<file path="config.mk">
export PLATFORM = sky130hd
export DESIGN_NAME = srm_regmap
export DESIGN_NICKNAME = d
export VERILOG_FILES = /design/src/logic/srm_pkg.sv /design/src/logic/srm_mem.sv /design/src/logic/srm_regmap.sv
export SDC_FILE = /design/constraint.sdc
export NUM_CORES = 1
export LEC_CHECK = 0
export BUFFER_PORTS_ARGS = -buffer_cell sky130_fd_sc_hd__buf_2
export CORE_UTILIZATION = 25
export CTS_CLUSTER_SIZE = 10
export DETAILED_ROUTE_END_ITERATION = 7
export GPL_TIMING_DRIVEN = 1
export PLACE_DENSITY = 0.42
export SLEW_MARGIN = 20
export SYNTH_ARGS = -nofsm -noshare
export SYNTH_HDL_FRONTEND = slang
export SYNTH_SLANG_ARGS = --single-unit
export TNS_END_PERCENT = 10
</file>
<file path="constraint.sdc">
create_clock -name mclk -period 3.6 [get_ports mclk]
set_input_delay 0.18 -clock mclk [delete_from_list [all_inputs] [get_ports mclk]]
set_output_delay 0.18 -clock mclk [all_outputs]
set_load 0.005 [all_outputs]
</file>
<file path="src/logic/srm_pkg.sv">
// shared constants and types of the serial register map block
package srm_pkg;

	// ------------------------------------------------------------
	// header byte layout and access prefixes
	// ------------------------------------------------------------
	localparam int HDR_RNW_BIT   = 7;         // 1 = read, 0 = write
	localparam int HDR_BURST_BIT = 6;         // 1 = burst access
	localparam int ADDR_W        = 6;         // address field width

	// ------------------------------------------------------------
	// address map
	// ------------------------------------------------------------
	localparam logic [5:0] CFG_BASE_ADDR  = 6'h00; // config region start
	localparam logic [5:0] UPPER_BASE     = 6'h30; // strobes and status
	localparam logic [5:0] RESET_STB_ADDR = 6'h30; // reset_strobe
	localparam logic [5:0] AUX_CFG_ADDR   = 6'h01; // aux_output_pin_config
	localparam logic [5:0] MAIN_ST_ADDR   = 6'h35; // main_state_status
	localparam logic [5:0] PKT_ST_ADDR    = 6'h38; // packet_status
	localparam logic [5:0] TX_CNT_ADDR    = 6'h3A; // tx_byte_count
	localparam logic [5:0] PWR_TBL_ADDR   = 6'h3E; // power_level_table
	localparam logic [5:0] TX_BUF_ADDR    = 6'h3F; // transmit buffer
	localparam logic [5:0] PWR_MEM_BASE   = 6'h30; // table rows in memory

	// ------------------------------------------------------------
	// aux_output_pin_config fields and reset value
	// ------------------------------------------------------------
	localparam int         DRIVE_BIT      = 7;      // output_drive_strength
	localparam int         INV_BIT        = 6;      // aux_pin_invert
	localparam logic [7:0] AUX_CFG_RESET  = 8'h2E;  // tri-state select
	localparam logic [5:0] SEL_TRISTATE   = 6'h2E;  // high-impedance code
	localparam logic [7:0] CFG_RESET      = 8'h00;  // other storage bytes

	// ------------------------------------------------------------
	// transfer state machine, one-hot
	// ------------------------------------------------------------
	typedef enum logic [3:0] {
		ST_IDLE   = 4'b0001,  // chip select released
		ST_HDR    = 4'b0010,  // shifting the header byte
		ST_DATA   = 4'b0100,  // data bytes of a register access
		ST_STROBE = 4'b1000   // strobe issued, rest of frame ignored
	} srm_st_t;

	// whole state of the register map
	typedef struct packed {
		srm_st_t    st;       // transfer phase
		logic       sclk_q;   // serial clock one cycle ago
		logic [2:0] bits;     // bits of the current byte
		logic [7:0] sin;      // receive shifter
		logic [7:0] sout;     // transmit shifter, msb on the pin
		logic       rnw;      // current access is a read
		logic       burst;    // current access is a burst
		logic [5:0] addr;     // current register address
		logic [2:0] pa_idx;   // row inside the power table
		logic [7:0] aux;      // shadow of aux_output_pin_config
		logic       stb_v;    // strobe pulse
		logic [5:0] stb_code; // strobe address
		logic       tx_v;     // transmit buffer write pulse
		logic [7:0] tx_d;     // transmit buffer byte
		logic       pin_o;    // aux pin level after inversion
	} srm_state_t;

	// memory write port bundle
	typedef struct packed {
		logic       en;   // write strobe
		logic [5:0] addr; // word index
		logic [7:0] data; // byte to store
	} srm_wr_t;

endpackage : srm_pkg

</file>
<file path="src/logic/srm_mem.sv">
// byte store of the configuration and power table words
`timescale 1ns/1ns
module srm_mem #(
	parameter int DEPTH = 64        // number of byte words
) (
	input  wire logic          mclk,    // system clock
	input  wire logic          rst_n,   // async reset, active low
	input  wire logic          clr,     // soft reset of all words
	input  wire srm_pkg::srm_wr_t wr,   // write port
	input  wire logic          rd_en,   // read strobe
	input  wire logic [5:0]    rd_addr, // read index
	output logic      [7:0]    rd_data  // registered read data
);

	// ------------------------------------------------------------
	// storage
	// ------------------------------------------------------------
	// words reset to their defaults so software sees known values
	logic [7:0] mem_r [DEPTH];  // byte array

	// reset value of one word
	function automatic logic [7:0] word_default(input int idx);
		if (idx == int'(srm_pkg::AUX_CFG_ADDR))
			word_default = srm_pkg::AUX_CFG_RESET;
		else
			word_default = srm_pkg::CFG_RESET;
	endfunction : word_default

	// write and clear, clear has priority over a write
	always_ff @(posedge mclk or negedge rst_n)
	begin
		if (!rst_n)
		begin
			for (int i = 0; i < DEPTH; i++)
				mem_r[i] <= word_default(i);
		end
		else if (clr)
		begin
			for (int i = 0; i < DEPTH; i++)
				mem_r[i] <= word_default(i);
		end
		else if (wr.en)
		begin
			mem_r[wr.addr] <= wr.data;
		end
	end

	// read data comes from a register, held between reads
	always_ff @(posedge mclk or negedge rst_n)
	begin
		if (!rst_n)
			rd_data <= 8'h00;
		else if (rd_en)
			rd_data <= mem_r[rd_addr];
	end

endmodule : srm_mem

</file>
<file path="src/logic/srm_regmap.sv">
// serial register map with aux output pin configuration
// Behaviour
// RULE1: config registers from 0x00, single and burst
// RULE2: addresses 0x30 up are strobes, status, multi-byte
// RULE3: prefix 0xC0 on upper region reads status
// RULE4: bit 7 sets drive strength, resets 0
// RULE5: bit 6 inverts aux pin, resets 0
// RULE6: bits 5:0 select signal, 0x2E tri-state
// RULE7: header: rw bit7, burst bit6, address 5:0
`timescale 1ns/1ns
module srm_regmap (
	input  wire logic       mclk,            // system clock, 125 MHz
	input  wire logic       rst_n,           // async reset, active low
	input  wire logic       spi_sclk,        // serial clock from host
	input  wire logic       spi_cs_n,        // chip select, active low
	input  wire logic       spi_mosi,        // serial data in
	output logic            spi_miso,        // serial data out
	output logic            spi_miso_oe,     // miso driven while selected
	input  wire logic [7:0] chip_status,     // byte sent during header
	input  wire logic [7:0] main_state_status, // status word
	input  wire logic [7:0] packet_status,   // status word
	input  wire logic [7:0] tx_byte_count,   // status word
	input  wire logic       aux_signal,      // signal picked by select
	output logic            strobe_valid,    // one-cycle strobe pulse
	output logic [5:0]      strobe_code,     // address of the strobe
	output logic            tx_wr_valid,     // one-cycle buffer write
	output logic [7:0]      tx_wr_data,      // byte for the buffer
	output logic [5:0]      aux_pin_signal_select, // select field
	output logic            output_drive_strength, // 1 = high drive
	output logic            aux_pin_o,       // aux pin level
	output logic            aux_pin_oe       // aux pin enable
);

	// ------------------------------------------------------------
	// state and decode helpers
	// ------------------------------------------------------------
	srm_pkg::srm_state_t s_r;      // registered state
	srm_pkg::srm_state_t s_nxt;    // next state
	srm_pkg::srm_wr_t    wr_nxt;   // memory write
	logic                rd_en_nxt;   // memory read strobe
	logic [5:0]          rd_addr_nxt; // memory read index
	logic                clr_nxt;     // soft reset of storage
	logic [7:0]          mem_q;       // memory read data
	logic                rise;        // serial clock rising
	logic                fall;        // serial clock falling
	logic [7:0]          byte_in;     // byte completing this cycle
	logic                byte_done;   // eighth bit sampled

	// memory word behind an address, table rows by index
	function automatic logic [5:0] mem_index(input logic [5:0] a,
		input logic [2:0] row);
		if (a == srm_pkg::PWR_TBL_ADDR)
			mem_index = srm_pkg::PWR_MEM_BASE | {3'h0, row};
		else
			mem_index = a;
	endfunction : mem_index

	// address names a stored byte
	function automatic logic stored(input logic [5:0] a);
		stored = (a < srm_pkg::UPPER_BASE) || (a == srm_pkg::PWR_TBL_ADDR);
	endfunction : stored

	assign rise      = spi_sclk & ~s_r.sclk_q;
	assign fall      = ~spi_sclk & s_r.sclk_q;
	assign byte_in   = {s_r.sin[6:0], spi_mosi};
	assign byte_done = rise && (s_r.bits == 3'h7);

	// ------------------------------------------------------------
	// next state
	// ------------------------------------------------------------
	// host is expected to run sclk at most mclk/8 so edges are seen
	always_comb
	begin
		s_nxt        = s_r;
		s_nxt.sclk_q = spi_sclk;
		s_nxt.stb_v  = 1'b0;
		s_nxt.tx_v   = 1'b0;
		wr_nxt       = '0;
		rd_en_nxt    = 1'b0;
		rd_addr_nxt  = 6'h00;
		clr_nxt      = 1'b0;
		// inversion applied after the select has picked its signal
		// RULE5: polarity of aux pin
		s_nxt.pin_o = aux_signal ^ s_r.aux[srm_pkg::INV_BIT];
		if (rise)
		begin
			s_nxt.sin  = byte_in;
			s_nxt.bits = s_r.bits + 3'h1;
		end
		case (s_r.st)
			srm_pkg::ST_IDLE:
			begin
				// frame opens, status byte goes out with the header
				if (!spi_cs_n)
				begin
					s_nxt.st     = srm_pkg::ST_HDR;
					s_nxt.bits   = 3'h0;
					s_nxt.sout   = chip_status;
					s_nxt.pa_idx = 3'h0;
				end
			end
			srm_pkg::ST_HDR:
			begin
				if (byte_done)
				begin
					// RULE7: header byte decode
					s_nxt.rnw   = byte_in[srm_pkg::HDR_RNW_BIT];
					s_nxt.burst = byte_in[srm_pkg::HDR_BURST_BIT];
					s_nxt.addr  = byte_in[5:0];
					// RULE2: strobe decode upper region
					if (byte_in[5:0] >= srm_pkg::UPPER_BASE &&
						byte_in[5:0] < srm_pkg::PWR_TBL_ADDR &&
						byte_in[7:6] != 2'b11)
					begin
						s_nxt.st       = srm_pkg::ST_STROBE;
						s_nxt.stb_v    = 1'b1;
						s_nxt.stb_code = byte_in[5:0];
						clr_nxt = (byte_in[5:0] == srm_pkg::RESET_STB_ADDR);
					end
					else
					begin
						s_nxt.st    = srm_pkg::ST_DATA;
						rd_en_nxt   = byte_in[srm_pkg::HDR_RNW_BIT];
						rd_addr_nxt = mem_index(byte_in[5:0], 3'h0);
					end
				end
			end
			srm_pkg::ST_DATA:
			begin
				// RULE1: read and write of stored bytes
				if (byte_done && !s_r.rnw)
				begin
					wr_nxt.en   = stored(s_r.addr);
					wr_nxt.addr = mem_index(s_r.addr, s_r.pa_idx);
					wr_nxt.data = byte_in;
					if (s_r.addr == srm_pkg::AUX_CFG_ADDR)
						s_nxt.aux = byte_in;
					if (s_r.addr == srm_pkg::TX_BUF_ADDR)
					begin
						s_nxt.tx_v = 1'b1;
						s_nxt.tx_d = byte_in;
					end
				end
				else if (byte_done)
				begin
					rd_en_nxt   = 1'b1;
					rd_addr_nxt = mem_index(s_r.addr, s_r.pa_idx);
				end
				// burst moves on after each byte; table walks rows,
				// buffer and status addresses stay put
				if (byte_done && !s_r.rnw && s_r.burst)
				begin
					if (s_r.addr == srm_pkg::PWR_TBL_ADDR)
						s_nxt.pa_idx = s_r.pa_idx + 3'h1;
					else if (s_r.addr < srm_pkg::UPPER_BASE)
						s_nxt.addr = s_r.addr + 6'h01;
				end
			end
			srm_pkg::ST_STROBE:
			begin
				// further bytes of a strobe frame are ignored
				s_nxt.st = srm_pkg::ST_STROBE;
			end
			default:
			begin
				s_nxt.st = srm_pkg::ST_IDLE;
			end
		endcase
		// falling edge: next bit out, or a fresh read byte
		if (fall && s_r.st != srm_pkg::ST_IDLE)
		begin
			if (s_r.bits == 3'h0 && s_r.st == srm_pkg::ST_DATA && s_r.rnw)
			begin
				// RULE3: status reads with 0xC0 prefix
				if (s_r.addr == srm_pkg::MAIN_ST_ADDR)
					s_nxt.sout = main_state_status;
				else if (s_r.addr == srm_pkg::PKT_ST_ADDR)
					s_nxt.sout = packet_status;
				else if (s_r.addr == srm_pkg::TX_CNT_ADDR)
					s_nxt.sout = tx_byte_count;
				else if (stored(s_r.addr))
					s_nxt.sout = mem_q;
				else
					s_nxt.sout = 8'h00;
				if (s_r.burst && s_r.addr == srm_pkg::PWR_TBL_ADDR)
					s_nxt.pa_idx = s_r.pa_idx + 3'h1;
				else if (s_r.burst && s_r.addr < srm_pkg::UPPER_BASE)
					s_nxt.addr = s_r.addr + 6'h01;
			end
			else
			begin
				s_nxt.sout = {s_r.sout[6:0], 1'b0};
			end
		end
		// soft reset restores the pin configuration too
		if (clr_nxt)
			s_nxt.aux = srm_pkg::AUX_CFG_RESET;
		// release of chip select ends any frame at once
		if (spi_cs_n)
		begin
			s_nxt.st   = srm_pkg::ST_IDLE;
			s_nxt.bits = 3'h0;
		end
	end

	// register the whole state
	always_ff @(posedge mclk or negedge rst_n)
	begin
		if (!rst_n)
		begin
			s_r        <= '0;
			s_r.st     <= srm_pkg::ST_IDLE;
			s_r.aux    <= srm_pkg::AUX_CFG_RESET;
		end
		else
		begin
			s_r <= s_nxt;
		end
	end

	// storage of configuration bytes and table rows
	srm_mem #(
		.DEPTH (64)
	) u_mem (
		.mclk    (mclk),
		.rst_n   (rst_n),
		.clr     (clr_nxt),
		.wr      (wr_nxt),
		.rd_en   (rd_en_nxt),
		.rd_addr (rd_addr_nxt),
		.rd_data (mem_q)
	);

	// ------------------------------------------------------------
	// outputs
	// ------------------------------------------------------------
	assign spi_miso     = s_r.sout[7];
	assign spi_miso_oe  = (s_r.st != srm_pkg::ST_IDLE);
	assign strobe_valid = s_r.stb_v;
	assign strobe_code  = s_r.stb_code;
	assign tx_wr_valid  = s_r.tx_v;
	assign tx_wr_data   = s_r.tx_d;
	// RULE4: drive strength for all pins
	assign output_drive_strength = s_r.aux[srm_pkg::DRIVE_BIT];
	// RULE6: signal select and tri-state
	assign aux_pin_signal_select = s_r.aux[5:0];
	assign aux_pin_oe = (s_r.aux[5:0] != srm_pkg::SEL_TRISTATE);
	assign aux_pin_o  = s_r.pin_o;
endmodule : srm_regmap

</file>
==> flow_summary.toml <==
[yosys]
synthArstFlopShare_pct = 100
synth_flop_cell = "dfrtp_1"
syn_inst = 3096
synth.distinct_cells = 69
synth-seq-cells = 579
yosys_warnings = 0
synth.net_count = 3142
avgSynthCellArea_um2 = 8.84
syn-cell-area_um2 = 27400
synth_edf_count = 0
synth-seq-area-share_pct = 53.0

[timing]
fin_crit_sh_pct = 97.6
hold_viol_final = 0
setup_viol = 0
slew_violations = 0
layout_min_cycle_time_ns = 3.51
max_clock_freq_mhz = 285
slew_headroom_pct = 26.3
worst_slew_pin_slew_ns = 1.10
worst_slack_ns = 0.0861
whs_ns = 0.0124
clock_skew_ns = 0.0306
rsz0062_at_grt = "yes"

[cts]
clk_latency_ns = 0.64
cts-root-buf = "clkbuf_16"
cts_sinks = 579
htreeDepth = 3
cts_tree = "done"
numCtsBuffers = 72
clock_path_buffers = 3
clk_pin_slew_ns = 0.06

[min_path]
hp-class = "input port to register"
hold_start = "packet_status[5]"

[setup_path]
path_common_cell = "ha_1"
ff2ff_path_depth = 9
critPathSlowestCell = "o21bai_1"
crit_arrival_ns = 4.01
rr_endpoint = "u_mem.rd_data[5]"
endpoint = "u_mem.rd_data[5]"
worst-setup-path-type = "register to register"
crit_required_ns = 4.10
cp_cell_sequence = "ha_1, ha_1, and3b_1, and3_1, o21bai_1, nor2_1, o211ai_1, nand3_1, or4b_1"
start_kind = "register"
cp-startpoint = "s_r[52]"
cp_max_fo = 7
ff2ff_setup_slack_ns = 0.09
slowest_delay_ns = 0.69
r2r-start = "s_r[52]"
cp-end-kind = "register"

[layout]
final_nets = 3183
fillerInstances = 11600
drive_gt1_share_pct = 13.3
diodes = 0
synthToLayoutAreaGrowth_pct = 18.5

[drt]
drc = 0
viasPerCell = 5.01
drtIter0Drc = 1768
drt_wl_total_mm = 101
vias = 23000
wl_per_cell_um = 22.1
first_pass_iters = 5
detail-route-antenna-nets = 0

[place]
gp_congestion = 0.835
dpl.hpwl_mm = 65.6
dp_slack_ns = -0.407
portBuffers = 64

[grt]
grt_pass1_wl_mm = 155
grt_pass1_vias = 22900
globalRouteOverflowTotal = 0
grt_max_degree = 195
grt_usage_pct = 18.2
antenna_found_initial = 1

[floorplanning]
core-area_um2 = 109000
top_level_ports = 65
start_util_pct = 25.2
rows = 121
die-width_um = 333
die_height_um = 333
die_area_um2 = 111000

[power]
vdd_drop_max_mv = 0.300
pwr_density_cell_nw_per_um2 = 433
leakage_nw = 13.8
total_power_mw = 14.0

[outcome]
status = "finished, final reports clean"

[run]
cap_violations = 0
==> area by class of cell <==
cell class / instances / area [µm²] / share of cell area, %
tap: 1414 / 1770 / 5.45
sequential: 579 / 14500 / 44.7
clock inverter: 9 / 85.1 / 0.262
multi-input combinational: 2204 / 11800 / 36.3
timing repair buffer: 268 / 2220 / 6.85
clock buffer: 104 / 2040 / 6.30
inverter: 12 / 45.0 / 0.139
==> layout by cell type, fill, tap and decap left out, types with 5 or more instances in the layout <==
master	n
clkbuf_16	73
nand2_2	9
nand3_1	657
a211oi_1	6
dfrtp_1	570
buf_4	161
nand2_1	556
a32oi_1	18
buf_12	25
nor3_1	13
and2_1	76
a31oi_1	14
mux2_2	18
nand3b_1	6
nand4_1	23
a21oi_1	42
dlygate4sd3_1	17
clkbuf_8	10
dfstp_2	9
buf_2	63
o211ai_1	27
o21ai_1	5
and3_1	20
clkbuf_1	21
nor2_1	40
o21ai_0	455
nand2b_1	7
mux2i_1	48
a22oi_1	21
ha_1	8
a32o_1	37
inv_1	12
==> routing by layer <==
metal | routed length (µm) | global-route usage [%] | vias up | part of all wire [%]
li1 | - | - | 11000 | -
met1 | 49200 | 26.2 | 11400 | 49
met2 | 45300 | 28.4 | 510 | 45
met3 | 4090 | 1.92 | 122 | 4.0
met4 | 2630 | 5.64 | 0 | 2.6
met5 | 0 | 0 | - | 0
==> worst min-delay path by stage <==
stage | endpoint | slack (ns) | cells after the start
after global placement | output_drive_strength | 0.25 | 1
final | s_r[41] | 0.01 | 5
after CTS | s_r[41] | 0.002 | 5
after global routing | spi_miso | 0.05 | 5
after detailed placement | output_drive_strength | 0.26 | 1
after floorplan | aux_pin_o | -0.12 | 0
==> cell usage after synthesis (4+ instances only) <==
library cell | n | area share, %
a211oi_1 | 9 | 0.25
a21o_1 | 4 | 0.11
a21oi_1 | 42 | 0.77
a22oi_1 | 23 | 0.63
a31oi_1 | 14 | 0.32
a32o_1 | 37 | 1.4
a32oi_1 | 18 | 0.58
and2_1 | 76 | 1.7
and3_1 | 21 | 0.48
buf_1 | 43 | 0.59
buf_2 | 15 | 0.27
buf_4 | 21 | 0.58
clkbuf_1 | 223 | 3.1
dfrtp_1 | 570 | 52
dfstp_2 | 9 | 0.86
ha_1 | 8 | 0.37
inv_1 | 12 | 0.16
mux2_2 | 18 | 0.74
mux2i_1 | 48 | 1.8
nand2_1 | 565 | 7.7
nand2b_1 | 7 | 0.16
nand3_1 | 658 | 12
nand3b_1 | 6 | 0.16
nand4_1 | 23 | 0.53
nor2_1 | 43 | 0.59
nor3_1 | 16 | 0.29
nor3b_1 | 6 | 0.16
nor4_1 | 6 | 0.14
o211ai_1 | 27 | 0.74
o21ai_0 | 459 | 8.4
or2_2 | 4 | 0.091
or4_1 | 6 | 0.16
==> flip-flops by register name, indices dropped and copies added (netlist names) <==
register / flops
spi_miso: 1
u_mem.mem_r: 512
aux_pin_o: 1
strobe_valid: 1
byte_in: 7
s_r: 27
tx_wr_valid: 1
aux_pin_signal_select: 6
output_drive_strength: 1
tx_wr_data: 8
u_mem.rd_data: 8
strobe_code: 6
==> what timing repair did <==
| item | in CTS | in global routing |
|---|---|---|
| cloned | 0 | 1 |
| pin swaps | 0 | 8 |
| gates resized for setup | 5 | 18 |
| setup buffers | 0 | 2 |
| hold buffers | 17 | 0 |
| setup endpoints to repair | 5 | 17 |
| endpoints found under the hold margin | 64 | 0 |
==> metrics by stage <==
step / TNS [ns] / instance area (µm²) / util (%) / instances
after global routing: -0.0421 / 32400 / 29.8 / 4590
after floorplan: 0 / 27400 / - / 3096
after global placement: -1.00 / 30000 / 27.6 / 4457
after CTS: -0.0398 / 32300 / 29.7 / 4587
after detailed placement: -0.923 / 30000 / 27.6 / 4457
final: 0 / 32400 / 29.8 / 4590
==> cell families after synthesis <==
logic type / Yosys count / share of synthesized area, %
and+or+nand+nor: 1459 / 25.1
AOI/OAI and AO/OA: 664 / 14.2
DFF: 579 / 53.0
buffers and inverters: 314 / 4.66
muxes: 67 / 2.58
adders and majority gates: 8 / 0.366
xor gates and xnor gates: 5 / 0.160
==> worst max-delay path, delay by kind of cell (launching register included) <==
kind,cells,cell delay (ns)
AO/OA/AOI/OAI,2,0.99
AND/OR/NAND/NOR,5,1.54
adder cells (fa/ha/maj),2,0.45
flip-flops,1,0.40
==> power breakdown <==
group	leakage (nW)	internal, mW	switching, mW
clock network	1.04	3.97	2.87
logic	4.76	0.196	0.373
registers	8.02	6.58	0.0407
total	13.8	10.7	3.29
Note: power is estimated with default switching activity, not from simulation.
